==> src/core/itr_defines.vh <==
`ifndef ITR_DEFINES_VH
`define ITR_DEFINES_VH

// ==========================================================================
// Bus decode
// ==========================================================================
// Address of the control word port; the three lower addresses are counters.
`define ITR_ADDR_CTRL 2'h3

// ==========================================================================
// Control word fields
// ==========================================================================
`define ITR_CW_SC 7:6
`define ITR_CW_RW 5:4
`define ITR_CW_MODE 3:1
`define ITR_CW_SETUP 5:0
`define ITR_CW_COUNT_N 5
`define ITR_CW_STATUS_N 4
`define ITR_CW_SEL_LO 1
`define ITR_SC_READBACK 2'h3

// Byte width codes.
`define ITR_RW_LATCH 2'h0
`define ITR_RW_LSB 2'h1
`define ITR_RW_MSB 2'h2
`define ITR_RW_BOTH 2'h3

// ==========================================================================
// Counting modes
// ==========================================================================
`define ITR_MODE_TC 3'h0
`define ITR_MODE_RATE 3'h2
`define ITR_MODE_SQUARE 3'h3
`define ITR_MODE_ALIAS 2'h3

// ==========================================================================
// Constants
// ==========================================================================
`define ITR_BYTE_ZERO 8'h00
`define ITR_COUNT_ZERO 16'h0000
`define ITR_COUNT_ONE 16'h0001
`define ITR_COUNT_TWO 16'h0002
`define ITR_SETUP_ZERO 6'h00
// Idle pin levels: strobes and chip select high, everything else low.
`define ITR_PIN_WIDTH 20
`define ITR_PIN_RESET 20'h0_0007

`endif

==> src/core/itr_count_element.v <==
`timescale 1ns/1ps
`include "itr_defines.vh"

// ==========================================================================
// Decrementing element of one counter with its output waveform
// ==========================================================================
module itr_count_element #(
  parameter WIDTH = 16
) (
  input wire ref_clk,
  input wire sys_rst,
  input wire tick,
  input wire gate,
  input wire [2:0] mode,
  input wire modeWrite,
  input wire loadReq,
  input wire [WIDTH-1:0] divisor,
  output wire [WIDTH-1:0] count,
  output wire outLevel,
  output wire loaded
);

  reg [WIDTH-1:0] count_q;
  reg out_q;
  reg pending_q;
  reg loaded_q;
  wire [2:0] effMode;

  // Modes 6 and 7 behave as 2 and 3.
  assign effMode = (mode[2:1] == `ITR_MODE_ALIAS) ? {1'b0, mode[1:0]} : mode;

  always @(posedge ref_clk) begin
    if (sys_rst) begin
      count_q <= `ITR_COUNT_ZERO;
      out_q <= 1'b1;
      pending_q <= 1'b0;
      loaded_q <= 1'b0;
    end else begin
      loaded_q <= 1'b0;
      if (modeWrite) begin
        out_q <= (effMode != `ITR_MODE_TC);
        pending_q <= 1'b0;
      end else begin
        if (tick) begin
          if (pending_q) begin
            // A pending divisor enters the element here; mode 2 also reloads the divisor at the end of each period, mode 3 at the end of each half period.
            count_q <= divisor;
            pending_q <= 1'b0;
            loaded_q <= 1'b1;
            if (effMode == `ITR_MODE_TC) begin
              out_q <= 1'b0;
            end
          end else if (gate) begin
            case (effMode)
              `ITR_MODE_RATE: begin
                if (count_q == `ITR_COUNT_ONE) begin
                  count_q <= divisor;
                  out_q <= 1'b1;
                end else begin
                  count_q <= count_q - `ITR_COUNT_ONE;
                  out_q <= (count_q != `ITR_COUNT_TWO);
                end
              end
              `ITR_MODE_SQUARE: begin
                if (count_q <= `ITR_COUNT_TWO) begin
                  count_q <= divisor;
                  out_q <= ~out_q;
                end else begin
                  count_q <= count_q - `ITR_COUNT_TWO;
                end
              end
              default: begin
                count_q <= count_q - `ITR_COUNT_ONE;
                if (count_q == `ITR_COUNT_ONE) begin
                  out_q <= 1'b1;
                end
              end
            endcase
          end
        end
        // A write arriving with the load edge still queues its own load.
        if (loadReq) begin
          pending_q <= 1'b1;
        end
      end
    end
  end

  assign count = count_q;
  assign outLevel = out_q;
  assign loaded = loaded_q;

endmodule // itr_count_element

==> src/core/itr_pin_sync.v <==
`timescale 1ns/1ps
`include "itr_defines.vh"

// ==========================================================================
// Two-stage synchroniser for pins arriving from outside the clock domain
// ==========================================================================
module itr_pin_sync #(
  parameter WIDTH = `ITR_PIN_WIDTH,
  parameter [WIDTH-1:0] RESET_VALUE = `ITR_PIN_RESET
) (
  input wire ref_clk,
  input wire sys_rst,
  input wire [WIDTH-1:0] pinIn,
  output wire [WIDTH-1:0] pinSync
);

  reg [WIDTH-1:0] stage1_q;
  reg [WIDTH-1:0] stage2_q;

  always @(posedge ref_clk) begin
    if (sys_rst) begin
      stage1_q <= RESET_VALUE;
      stage2_q <= RESET_VALUE;
    end else begin
      stage1_q <= pinIn;
      stage2_q <= stage1_q;
    end
  end

  assign pinSync = stage2_q;

endmodule // itr_pin_sync

==> src/core/itr_readback_timer.v <==
`timescale 1ns/1ps
`include "itr_defines.vh"

// Functional notes
// Read-back acts only on counters whose select bits D3..D1 are one.
// Count bit D5 low captures each selected counter's count into its hold.
// Capture holds until its own counter is read or reprogrammed.
// Further count captures before reading are ignored; first value stays.
// Status bit D4 low captures status; status only read after capture.
// Status bits 5..0 are last setup bits; bit 7 is output level.
// Status bit 6 shows the written divisor is not yet in the element.
// Counts captured before the divisor loads show the element's old value.
// Further status captures before reading are ignored; first status stays.
// D5 and D4 both low capture count and status with same ignore rules.
// Status reads first, then captured count bytes, then live count.
// Host reads the programmed byte count in programmed order.
// Loaded count divides the counter's input clock; third counter gives baud.
// Host picks synchronous divisor as input clock over baud rate.
// Host picks asynchronous divisor with multiplier 16 or 64.
// Host uses multiplier one only with synchronised clocks.
// Host sets mode 0 then loads count for terminal-count interval.
// First two counters can be cascaded in series.
// Three low addresses are counters, fourth takes control; its read is no-op.
// Element decrements each active input edge when enabled; captures same cycle.
module itr_readback_timer #(
  parameter WIDTH = 16
) (
  input wire ref_clk,
  input wire sys_rst,
  input wire chipSelectN,
  input wire readN,
  input wire writeN,
  input wire [1:0] addr,
  input wire [7:0] dataIn,
  output wire [7:0] dataOut,
  output wire dataOeN,
  input wire [2:0] counterClk,
  input wire [2:0] counterGate,
  input wire cascadeEnable,
  output wire periodicIrqClockA,
  output wire periodicClockB,
  output wire transmitBitClock,
  output wire receiveBitClock
);

  // ========================================================================
  // Byte selection
  // ========================================================================
  function [7:0] pickByte;
    input [15:0] value;
    input [1:0] rw;
    input msbNext;
    begin
      if (rw == `ITR_RW_MSB || (rw == `ITR_RW_BOTH && msbNext)) begin
        pickByte = value[15:8];
      end else begin
        pickByte = value[7:0];
      end
    end
  endfunction

  // ========================================================================
  // Pin synchronisation and strobe edges
  // ========================================================================
  wire [`ITR_PIN_WIDTH-1:0] pinSync;
  wire csS;
  wire rdS;
  wire wrS;
  wire [1:0] addrS;
  wire [7:0] dataS;
  wire [2:0] clkS;
  wire [2:0] gateS;
  wire cascS;

  itr_pin_sync #(
    .WIDTH(`ITR_PIN_WIDTH),
    .RESET_VALUE(`ITR_PIN_RESET)
  ) uPinSync (
    .ref_clk(ref_clk),
    .sys_rst(sys_rst),
    .pinIn({cascadeEnable, counterGate, counterClk, dataIn, addr, writeN, readN,
      chipSelectN}),
    .pinSync(pinSync)
  );

  assign {cascS, gateS, clkS, dataS, addrS, wrS, rdS, csS} = pinSync;

  reg csP_q;
  reg rdP_q;
  reg wrP_q;
  reg [1:0] addrP_q;
  reg [7:0] dataP_q;
  reg [2:0] clkP_q;
  reg out0P_q;
  wire wrTake;
  wire rdEnd;
  wire [2:0] tick;
  wire [2:0] outVec;
  wire [2:0] loaded;
  wire [3*WIDTH-1:0] liveCount;

  // A write is taken, and a read finished, on the rising strobe edge.
  assign wrTake = !wrP_q && wrS && !csP_q;
  assign rdEnd = !rdP_q && rdS && !csP_q;

  assign tick[0] = clkP_q[0] && !clkS[0];
  assign tick[1] = cascS ? (out0P_q && !outVec[0]) : (clkP_q[1] && !clkS[1]);
  assign tick[2] = clkP_q[2] && !clkS[2];

  always @(posedge ref_clk) begin
    if (sys_rst) begin
      csP_q <= 1'b1;
      rdP_q <= 1'b1;
      wrP_q <= 1'b1;
      addrP_q <= 2'h0;
      dataP_q <= `ITR_BYTE_ZERO;
      clkP_q <= 3'h0;
      out0P_q <= 1'b1;
    end else begin
      csP_q <= csS;
      rdP_q <= rdS;
      wrP_q <= wrS;
      addrP_q <= addrS;
      dataP_q <= dataS;
      clkP_q <= clkS;
      out0P_q <= outVec[0];
    end
  end

  // ========================================================================
  // Per-counter state
  // ========================================================================
  reg [5:0] setup_q [0:2];
  reg [WIDTH-1:0] divisor_q [0:2];
  reg [7:0] lsbHold_q [0:2];
  reg [WIDTH-1:0] heldCount_q [0:2];
  reg [7:0] heldStatus_q [0:2];
  reg [2:0] writeMsb_q;
  reg [2:0] readMsb_q;
  reg [2:0] cntLatched_q;
  reg [2:0] stLatched_q;
  reg [2:0] nullCount_q;
  reg [2:0] loadReq_q;
  reg [2:0] modeWrite_q;

  genvar g;
  generate
    for (g = 0; g < 3; g = g + 1) begin : gCounter
      itr_count_element #(
        .WIDTH(WIDTH)
      ) uElement (
        .ref_clk(ref_clk),
        .sys_rst(sys_rst),
        .tick(tick[g]),
        .gate(gateS[g]),
        .mode(setup_q[g][`ITR_CW_MODE]),
        .modeWrite(modeWrite_q[g]),
        .loadReq(loadReq_q[g]),
        .divisor(divisor_q[g]),
        .count(liveCount[g*WIDTH +: WIDTH]),
        .outLevel(outVec[g]),
        .loaded(loaded[g])
      );
    end
  endgenerate

  // ========================================================================
  // Control words, count writes and read sequencing
  // ========================================================================
  integer i;

  always @(posedge ref_clk) begin
    if (sys_rst) begin
      for (i = 0; i < 3; i = i + 1) begin
        setup_q[i] <= `ITR_SETUP_ZERO;
        divisor_q[i] <= `ITR_COUNT_ZERO;
        lsbHold_q[i] <= `ITR_BYTE_ZERO;
        heldCount_q[i] <= `ITR_COUNT_ZERO;
        heldStatus_q[i] <= `ITR_BYTE_ZERO;
      end
      writeMsb_q <= 3'h0;
      readMsb_q <= 3'h0;
      cntLatched_q <= 3'h0;
      stLatched_q <= 3'h0;
      nullCount_q <= 3'h0;
      loadReq_q <= 3'h0;
      modeWrite_q <= 3'h0;
    end else begin
      loadReq_q <= 3'h0;
      modeWrite_q <= 3'h0;
      for (i = 0; i < 3; i = i + 1) begin
        // A load clears the flag; a write in the same cycle sets it again.
        if (loaded[i]) begin
          nullCount_q[i] <= 1'b0;
        end
        if (wrTake && addrP_q == `ITR_ADDR_CTRL) begin
          if (dataP_q[`ITR_CW_SC] == `ITR_SC_READBACK) begin
            if (dataP_q[`ITR_CW_SEL_LO + i]) begin
              if (!dataP_q[`ITR_CW_COUNT_N] && !cntLatched_q[i]) begin
                heldCount_q[i] <= liveCount[i*WIDTH +: WIDTH];
                cntLatched_q[i] <= 1'b1;
              end
              if (!dataP_q[`ITR_CW_STATUS_N] && !stLatched_q[i]) begin
                heldStatus_q[i] <= {outVec[i], nullCount_q[i], setup_q[i]};
                stLatched_q[i] <= 1'b1;
              end
            end
          end else if (dataP_q[`ITR_CW_SC] == i[1:0]) begin
            if (dataP_q[`ITR_CW_RW] == `ITR_RW_LATCH) begin
              if (!cntLatched_q[i]) begin
                heldCount_q[i] <= liveCount[i*WIDTH +: WIDTH];
                cntLatched_q[i] <= 1'b1;
              end
            end else begin
              // Reprogramming drops any capture and restarts byte order.
              setup_q[i] <= dataP_q[`ITR_CW_SETUP];
              writeMsb_q[i] <= 1'b0;
              readMsb_q[i] <= 1'b0;
              cntLatched_q[i] <= 1'b0;
              stLatched_q[i] <= 1'b0;
              nullCount_q[i] <= 1'b1;
              modeWrite_q[i] <= 1'b1;
            end
          end
        end
        if (wrTake && addrP_q == i[1:0]) begin
          case (setup_q[i][`ITR_CW_RW])
            `ITR_RW_LSB: begin
              divisor_q[i] <= {`ITR_BYTE_ZERO, dataP_q};
              loadReq_q[i] <= 1'b1;
              nullCount_q[i] <= 1'b1;
            end
            `ITR_RW_MSB: begin
              divisor_q[i] <= {dataP_q, `ITR_BYTE_ZERO};
              loadReq_q[i] <= 1'b1;
              nullCount_q[i] <= 1'b1;
            end
            `ITR_RW_BOTH: begin
              if (writeMsb_q[i]) begin
                divisor_q[i] <= {dataP_q, lsbHold_q[i]};
                loadReq_q[i] <= 1'b1;
                nullCount_q[i] <= 1'b1;
                writeMsb_q[i] <= 1'b0;
              end else begin
                lsbHold_q[i] <= dataP_q;
                writeMsb_q[i] <= 1'b1;
              end
            end
            default: begin
              writeMsb_q[i] <= 1'b0;
            end
          endcase
        end
        if (rdEnd && addrP_q == i[1:0]) begin
          if (stLatched_q[i]) begin
            stLatched_q[i] <= 1'b0;
          end else if (cntLatched_q[i]) begin
            // Only this counter's capture is released.
            if (setup_q[i][`ITR_CW_RW] == `ITR_RW_BOTH && !readMsb_q[i]) begin
              readMsb_q[i] <= 1'b1;
            end else begin
              readMsb_q[i] <= 1'b0;
              cntLatched_q[i] <= 1'b0;
            end
          end else if (setup_q[i][`ITR_CW_RW] == `ITR_RW_BOTH) begin
            readMsb_q[i] <= ~readMsb_q[i];
          end
        end
      end
    end
  end

  // ========================================================================
  // Read data path
  // ========================================================================
  reg [7:0] readByte;
  reg readHit;
  reg [7:0] dataOut_q;
  reg dataOeN_q;
  integer j;

  always @* begin
    readByte = `ITR_BYTE_ZERO;
    readHit = !csS && !rdS && (addrS != `ITR_ADDR_CTRL);
    for (j = 0; j < 3; j = j + 1) begin
      if (addrS == j[1:0]) begin
        if (stLatched_q[j]) begin
          readByte = heldStatus_q[j];
        end else if (cntLatched_q[j]) begin
          readByte = pickByte(heldCount_q[j], setup_q[j][`ITR_CW_RW], readMsb_q[j]);
        end else begin
          readByte = pickByte(liveCount[j*WIDTH +: WIDTH], setup_q[j][`ITR_CW_RW],
            readMsb_q[j]);
        end
      end
    end
  end

  always @(posedge ref_clk) begin
    if (sys_rst) begin
      dataOut_q <= `ITR_BYTE_ZERO;
      dataOeN_q <= 1'b1;
    end else begin
      dataOut_q <= readByte;
      dataOeN_q <= !readHit;
    end
  end

  assign dataOut = dataOut_q;
  assign dataOeN = dataOeN_q;

  // ========================================================================
  // Counter outputs
  // ========================================================================
  assign periodicIrqClockA = outVec[0];
  assign periodicClockB = outVec[1];
  assign transmitBitClock = outVec[2];
  assign receiveBitClock = outVec[2];

endmodule // itr_readback_timer

==> config.mk <==
export PLATFORM = sky130hd
export DESIGN_NAME = itr_readback_timer
export DESIGN_NICKNAME = d
export VERILOG_FILES = /design/src/core/itr_count_element.v /design/src/core/itr_pin_sync.v /design/src/core/itr_readback_timer.v
export VERILOG_INCLUDE_DIRS = /design/src /design/src/core
export SDC_FILE = /design/constraint.sdc
export NUM_CORES = 1
export LEC_CHECK = 0
export BUFFER_PORTS_ARGS = -buffer_cell sky130_fd_sc_hd__buf_2
export CAP_MARGIN = 20
export CORE_ASPECT_RATIO = 1.5
export CORE_MARGIN = 10
export CORE_UTILIZATION = 30
export DETAILED_ROUTE_END_ITERATION = 6
export GPL_ROUTABILITY_DRIVEN = 1
export PLACE_DENSITY = 0.47
export SLEW_MARGIN = 20
export SYNTH_ARGS = -nofsm -noshare
export SYNTH_HDL_FRONTEND = slang
export SYNTH_SLANG_ARGS = --single-unit
==> constraint.sdc <==
create_clock -name ref_clk -period 4.1 [get_ports ref_clk]
set_input_delay 0.205 -clock ref_clk [delete_from_list [all_inputs] [get_ports ref_clk]]
set_output_delay 0.205 -clock ref_clk [all_outputs]
set_load 0.02 [all_outputs]
# Word level (Yosys, flattened, before mapping)
# Memories as Yosys holds them, arrays and structs flattened.
# Index checks and enable logic that the tools add are counted.
[classes]
add_sub_neg = 6
n_lt_le_gt_ge = 3
n_eq_ne = 39
n_mux = 347
bitwise_logic = 39
n_reduce_logical = 96
[ops]
columns = ["operator", "count"]
rows = [
  ["16-bit two-way mux", 27],
  ["1-bit two-way mux", 278],
  ["8-bit two-way mux", 21],
  ["16-bit one-hot mux with 2 select lines", 3],
  ["16-bit by 1-bit equality test with 1-bit output, second input constant", 3],
  ["16-bit by 2-bit <= comparator with 1-bit output, second input constant", 3],
  ["16-bit by 2-bit inequality test with 1-bit output, second input constant", 3],
  ["16-bit by 1-bit subtractor with 16-bit output, second input constant", 3],
  ["16-bit by 2-bit subtractor with 16-bit output, second input constant", 3],
  ["1-bit logical AND", 29],
  ["2-bit equality test, second input constant", 14],
  ["1-bit OR", 24],
  ["1-bit one-hot mux with 2 select lines", 12],
  ["1-bit zero test", 21],
  ["3-bit by 2-bit equality test with 1-bit output, second input constant", 6],
  ["6-bit two-way mux", 3],
  ["2-bit nonzero test", 9],
  ["3-bit nonzero test", 6],
  ["2-bit OR reduction", 9],
  ["1-bit NOT", 15],
  ["5-bit AND reduction", 3],
  ["5-bit nonzero test", 3],
  ["2-bit by 1-bit equality test with 1-bit output, second input constant", 6],
  ["4-bit by 2-bit inequality test with 1-bit output, second input constant", 3],
  ["other kinds (8)", 23],
]
[word_totals]
reg_bits = 144
ram_bits = 162
in_bits = 22
out_inout_bits = 13
word_cells = 567
n_memories = 5
[memory_table]
columns = ["name", "words", "word_bits", "read_ports", "rd_ports_with_merged_regs", "write_ports", "line", "source"]
rows = [
  ["divisor_q", 3, 16, 3, 0, 3, "itr_readback_timer.v:134", "reg [WIDTH-1:0] divisor_q [0:2];"],
  ["heldCount_q", 3, 16, 3, 0, 3, "itr_readback_timer.v:136", "reg [WIDTH-1:0] heldCount_q [0:2];"],
  ["heldStatus_q", 3, 8, 3, 0, 3, "itr_readback_timer.v:137", "reg [7:0] heldStatus_q [0:2];"],
  ["lsbHold_q", 3, 8, 3, 0, 3, "itr_readback_timer.v:135", "reg [7:0] lsbHold_q [0:2];"],
  ["setup_q", 3, 6, 3, 0, 3, "itr_readback_timer.v:133", "reg [5:0] setup_q [0:2];"],
]

# Logic depth before layout (Yosys ltp)
[logic_depth]
depth_word = 10
depth_mapped = 9
mapped_depth_nobuf = 8

# Hierarchy
# Synthesis repeated with hierarchy kept, for this count alone.
[hier_totals]
cells_unflattened = 1453
hier_area_um2 = 15203.3
[by_module_without_submodules]
columns = ["mod", "instances", "cells_per_inst", "area_each_um2", "seq_area_each_um2"]
rows = [
  ["itr_readback_timer", 1, 688, 9190.1, 5805.6],
  ["itr_count_element", 3, 227, 1645.3, 380.4],
  ["itr_pin_sync", 1, 84, 1077.3, 800.8],
]

# Least setup slack after synthesis
# No wires, ideal clock.
[synth_path]
path_kind = "register to register"
start = "reg dataP_q[2]"
end = "mem heldCount_q[1][0] (enable)"
setup_ps = 435
t_arrival_ps = 2539
t_required_ps = 3665
path_slack_ps = 1126
stages_incl_launch_ff = 5
period_less_slack_ps = 2974
path_cell_list = "dfxtp_1 > clkbuf_1 > and2_1 > o21ai_1 > o41ai_1"
[synth_rtl]
columns = ["item", "line", "source"]
rows = [
  ["from (decl)", "itr_readback_timer.v:92", "reg [7:0] dataP_q;"],
  ["from (signal assigned)", "itr_readback_timer.v:116", "dataP_q <= `ITR_BYTE_ZERO;"],
  ["from (signal assigned)", "itr_readback_timer.v:124", "dataP_q <= dataS;"],
  ["to (decl)", "itr_readback_timer.v:136", ""],
]

# Worst setup path after layout
[layout_path]
start = "reg gCounter[2].uElement.count_q[8]"
end = "reg gCounter[2].uElement.count_q[14]"
[layout_via]
elab_chain_cells = 5
word_cells_on_any_way = 9
cone_classes = "2 x add/sub; 1 x order compare; 1 x eq/ne; 5 x mux"
[layout_rtl]
columns = ["item", "line", "source"]
rows = [
  ["from (decl)", "itr_count_element.v:23", "reg [WIDTH-1:0] count_q;"],
  ["from (signal assigned)", "itr_count_element.v:34", "count_q <= `ITR_COUNT_ZERO;"],
  ["from (signal assigned)", "itr_count_element.v:47", "count_q <= divisor;"],
  ["from (signal assigned)", "itr_count_element.v:57", "count_q <= divisor;"],
  ["16-bit by 2-bit subtractor with 16-bit output (no source line) (tied with other cells)", "--", ""],
  ["16-bit two-way mux (on tied branches)", "itr_count_element.v:65, itr_count_element.v:56", ""],
  ["16-bit one-hot mux with 2 select lines (*)", "itr_count_element.v:54", "case (effMode)"],
  ["16-bit two-way mux (*)", "itr_count_element.v:53", "end else if (gate) begin"],
  ["16-bit two-way mux (*)", "itr_count_element.v:45", "if (pending_q) begin"],
]
# Every way passes the cells marked *; elsewhere a longest branch is shown, timed or not. The select of a mux whose other input is x is not followed.
# A chain may end at the register's enable or synchronous reset.

==> impl_metrics.env <==
export IMPL_numClockSinks=306
export IMPL_drt_wirelength_per_cell_um=21.37
export IMPL_postLayoutSetupSlackWorst_ps=1192
export IMPL_synth_most_common_cell="sky130_fd_sc_hd__edfxtp_1"
export IMPL_post_drt_via_cell_ratio=5.312
export IMPL_grt_overflow=0
export IMPL_die_h_um=291.7
export IMPL_syn_mean_instance_area_um2=10.69
export IMPL_dominantRegCellSynth="sky130_fd_sc_hd__edfxtp_1"
export IMPL_powerDensity_mw_per_mm2=398.2
export IMPL_cp_max_fo=9
export IMPL_grt_setup_unrepaired="no"
export IMPL_worstHoldPathType="in -> reg"
export IMPL_total_of_cells_resized_after_clock_tree_synthesis=0
export IMPL_slew_limit_headroom_pct=35.79
export IMPL_post_route_cells_drive_above_1_share_pct=12.66
export IMPL_yosys_area_top_type_share_pct=32.96
export IMPL_critical_path_reg2reg_endpoint="gCounter[2].uElement.count[14]"
export IMPL_grt_pass1_vias=11160
export IMPL_via_count=11170
export IMPL_synthToLayoutAreaGrowth_pct=15.09
export IMPL_gp_congestion=0.8994
export IMPL_clock_pin_slew_on_the_worst_setup_and_hold_paths_ps=60
export IMPL_finalSetupViolCount=0
export IMPL_post_route_drc_count=0
export IMPL_ant_nets=0
export IMPL_final_hold_violation_count=0
export IMPL_totalPowerFinal_w=0.006764
export IMPL_synth_cell_type_count=83
export IMPL_port_buffers=34
export IMPL_groute_usage_overall_pct=15.02
export IMPL_cts_max_path_buffers=3
export IMPL_finish_utilization_pct=34.90
export IMPL_p_leak_nw=6.110
export IMPL_required_ps=4490
export IMPL_syn_cell_area_mm2=0.01476
export IMPL_timing_rr_start="gCounter[2].uElement.count[8]"
export IMPL_drv_cap=0
export IMPL_clock_power_share_pct=46.4
export IMPL_skew_pair_late_insertion_delay_ps=520
export IMPL_fill_cells=4834
export IMPL_tritoncts="yes"
export IMPL_power_switching_w=0.001492
export IMPL_ctsRootBufferMaster="sky130_fd_sc_hd__clkbuf_16"
export IMPL_combinational_share_of_power_pct=4.0
export IMPL_drt_first_iter_violations=789
export IMPL_fmax_mhz=343.9
export IMPL_cp_data_arrival_time_ps=3290
export IMPL_grt_pass1_wl_um=69240
export IMPL_worst_vdd_rail_ir_drop_mv=0.3806
export IMPL_post_route_period_util_pct=70.93
export IMPL_io_count=35
export IMPL_synth_common_cells="162 x sky130_fd_sc_hd__edfxtp_1, 144 x sky130_fd_sc_hd__dfxtp_1, 117 x sky130_fd_sc_hd__and2_1"
export IMPL_netlist_top_cell_by_area="sky130_fd_sc_hd__edfxtp_1"
export IMPL_timing_endpoint_of_the_critical_path="gCounter[2].uElement.count[14]"
export IMPL_seq_area_frac_synth_pct=52.49
export IMPL_p_seq_share_pct=49.6
export IMPL_die_area_mm2=0.05866
export IMPL_flip_flop_and_latch_count_after_synthesis=306
export IMPL_timing_critical_path_to_type="register"
export IMPL_register_area_mm2=0.007747
export IMPL_core_area_mm2=0.04868
export IMPL_preCtsSetupSlack_ps=1272
export IMPL_report_final_slew_viol_count=0
export IMPL_critPathLaunchType="register"
export IMPL_synthesized_netlist_net_count=1430
export IMPL_grt_antenna_before_repair=0
export IMPL_synthesis_yosys_warnings=0
export IMPL_fin_nets=1469
export IMPL_non_filler_cell_area_final_mm2=0.01699
export IMPL_placedInstanceArea_mm2=0.01565
export IMPL_cts_htree_levels=2
export IMPL_dp_hpwl_um=32530
export IMPL_chipWidth_um=201.1
export IMPL_ff2ff_path_depth=7
export IMPL_post_synth_main_area_contributors="sky130_fd_sc_hd__edfxtp_1 33%, sky130_fd_sc_hd__dfxtp_1 20%, sky130_fd_sc_hd__and2_1 5.0%"
export IMPL_rows=99
export IMPL_antenna_cell_count=0
export IMPL_setup_skew_after_layout_ps=11.44
export IMPL_status="finished, final reports clean"
export IMPL_postSynthCellCount=1381
export IMPL_cts_inserted_buffers=35
export IMPL_timing_worst_setup_path_type="reg -> reg"
export IMPL_setup_tns_final_ps=0
export IMPL_time_the_final_worst_path_needs_with_i_o_delays_and_setup_ps=2908
export IMPL_internal_power_w=0.005273
export IMPL_reg2reg_slack_ps=1190
export IMPL_cp_startpoint="gCounter[2].uElement.count[8]"
export IMPL_combined_area_of_the_multi_input_logic_cells_mm2=0.006518
export IMPL_finalWirelength_um=44930
export IMPL_switching_share_pct=22.05
export IMPL_synth_async_reset_ratio_pct=0
export IMPL_synth_edff_count=162
export IMPL_pin_count_of_the_biggest_net_entering_global_routing=53
export IMPL_initial_core_util_pct=30.32
export IMPL_drt_pass1_iterations=5
export IMPL_worst_pin_slew_ps=938.9
[registers in the layout, indices dropped and copies added, names as in the netlist, 8 cells and up]
name                     count
uPinSync.stage1_q           20
dataOut                      8
heldStatus_q                24
setup_q                     18
gCounter.uElement.count     48
dataP_q                      8
lsbHold_q                   24
heldCount_q                 48
divisor_q                   48
uPinSync.pinSync            20
[layout make-up]
type                    count  area share, %
flip-flops and latches    306          45.61
repair buffers             89          3.742
clock buffers              51          6.062
clock inverters            12         0.6629
well taps                 656          4.832
multi-input cells         955          38.37
inverters                  33         0.7292
[how the worst min path moves through the flow]
stage                 from                             end  slack [ps]  cells past startpoint
2_1_floorplan  chipSelectN            uPinSync.stage1_q[0]         310                      1
3_3_place_gp   chipSelectN            uPinSync.stage1_q[0]         390                      2
3_5_place_dp   chipSelectN            uPinSync.stage1_q[0]         390                      2
4_1_cts            sys_rst                  modeWrite_q[2]         180                      2
5_1_grt            sys_rst                  modeWrite_q[2]         200                      2
6_report           sys_rst  gCounter[0].uElement.count[15]         170                      2
[placed cells by master (no fill, tap or decap), drive strengths merged, types with 24 or more instances in the layout]
| cell type | instances |
|---|---|
| nand2 | 91 |
| nor2 | 78 |
| and2 | 117 |
| mux4 | 24 |
| ha | 27 |
| inv | 33 |
| clkbuf | 51 |
| nor2b | 71 |
| a21oi | 68 |
| nand3 | 31 |
| buf | 69 |
| edfxtp | 162 |
| a22o | 25 |
| nor3 | 32 |
| o21ai | 69 |
| dfxtp | 144 |
[metal layers]
layer / track usage [%] / share of wire [%] / vias up / wire length (um)
met3: 1.929 / 4.1 / 112 / 1845
met4: 8.407 / 5.5 / 0 / 2467
li1: - / - / 5235 / -
met5: 0 / 0 / - / 0
met1: 17.59 / 41 / 5487 / 18320
met2: 26.08 / 50 / 332 / 22290
[cells by family (layout without fill, tap and decap cells)]
group                      after synthesis  count (layout)  synth area share, %
AOI/OAI and AO/OA                      325             325                15.22
xor gates and xnor gates                 8               8               0.4746
adders and majority gates               27              27                2.289
buffers and inverters                  120             185                3.408
DFF                                    306             306                52.49
muxes                                   49              49                5.425
and+or+nand+nor                        546             546                20.70
[critical path, stage by stage (launching register included)]
cell	delay, ps
sky130_fd_sc_hd__dfxtp_1	300
sky130_fd_sc_hd__buf_4	180
sky130_fd_sc_hd__nor3_1	610
sky130_fd_sc_hd__nand4_1	490
sky130_fd_sc_hd__o21ai_1	400
sky130_fd_sc_hd__o32ai_1	270
sky130_fd_sc_hd__o311ai_0	400
sky130_fd_sc_hd__o22ai_1	120
[through the flow]
step | instances | hold WS, ps
finish | 2102 | 174.6
global route | 2102 | 203.3
CTS | 2102 | 175.6
detailed placement | 2019 | 388.6
global placement | 2019 | 389.8
floorplan | 1381 | 308.8
[power groups by stage]
stage	sequential, W	clock [W]	combinational (W)
after detailed placement	0.00342	0	0.000259
after global routing	0.00336	0.00333	0.000301
after CTS	0.00336	0.00322	0.000274
after floorplan	0.00339	0	0.000181
after global placement	0.00342	0	0.000258
final	0.00335	0.00314	0.000273
[timing repair]
action,CTS,global route
endpoints found under the hold margin,20,0
hold buffers,20,0
setup buffers,0,0
setup endpoints to repair,0,0
Note: power is estimated with default switching activity, not from simulation.
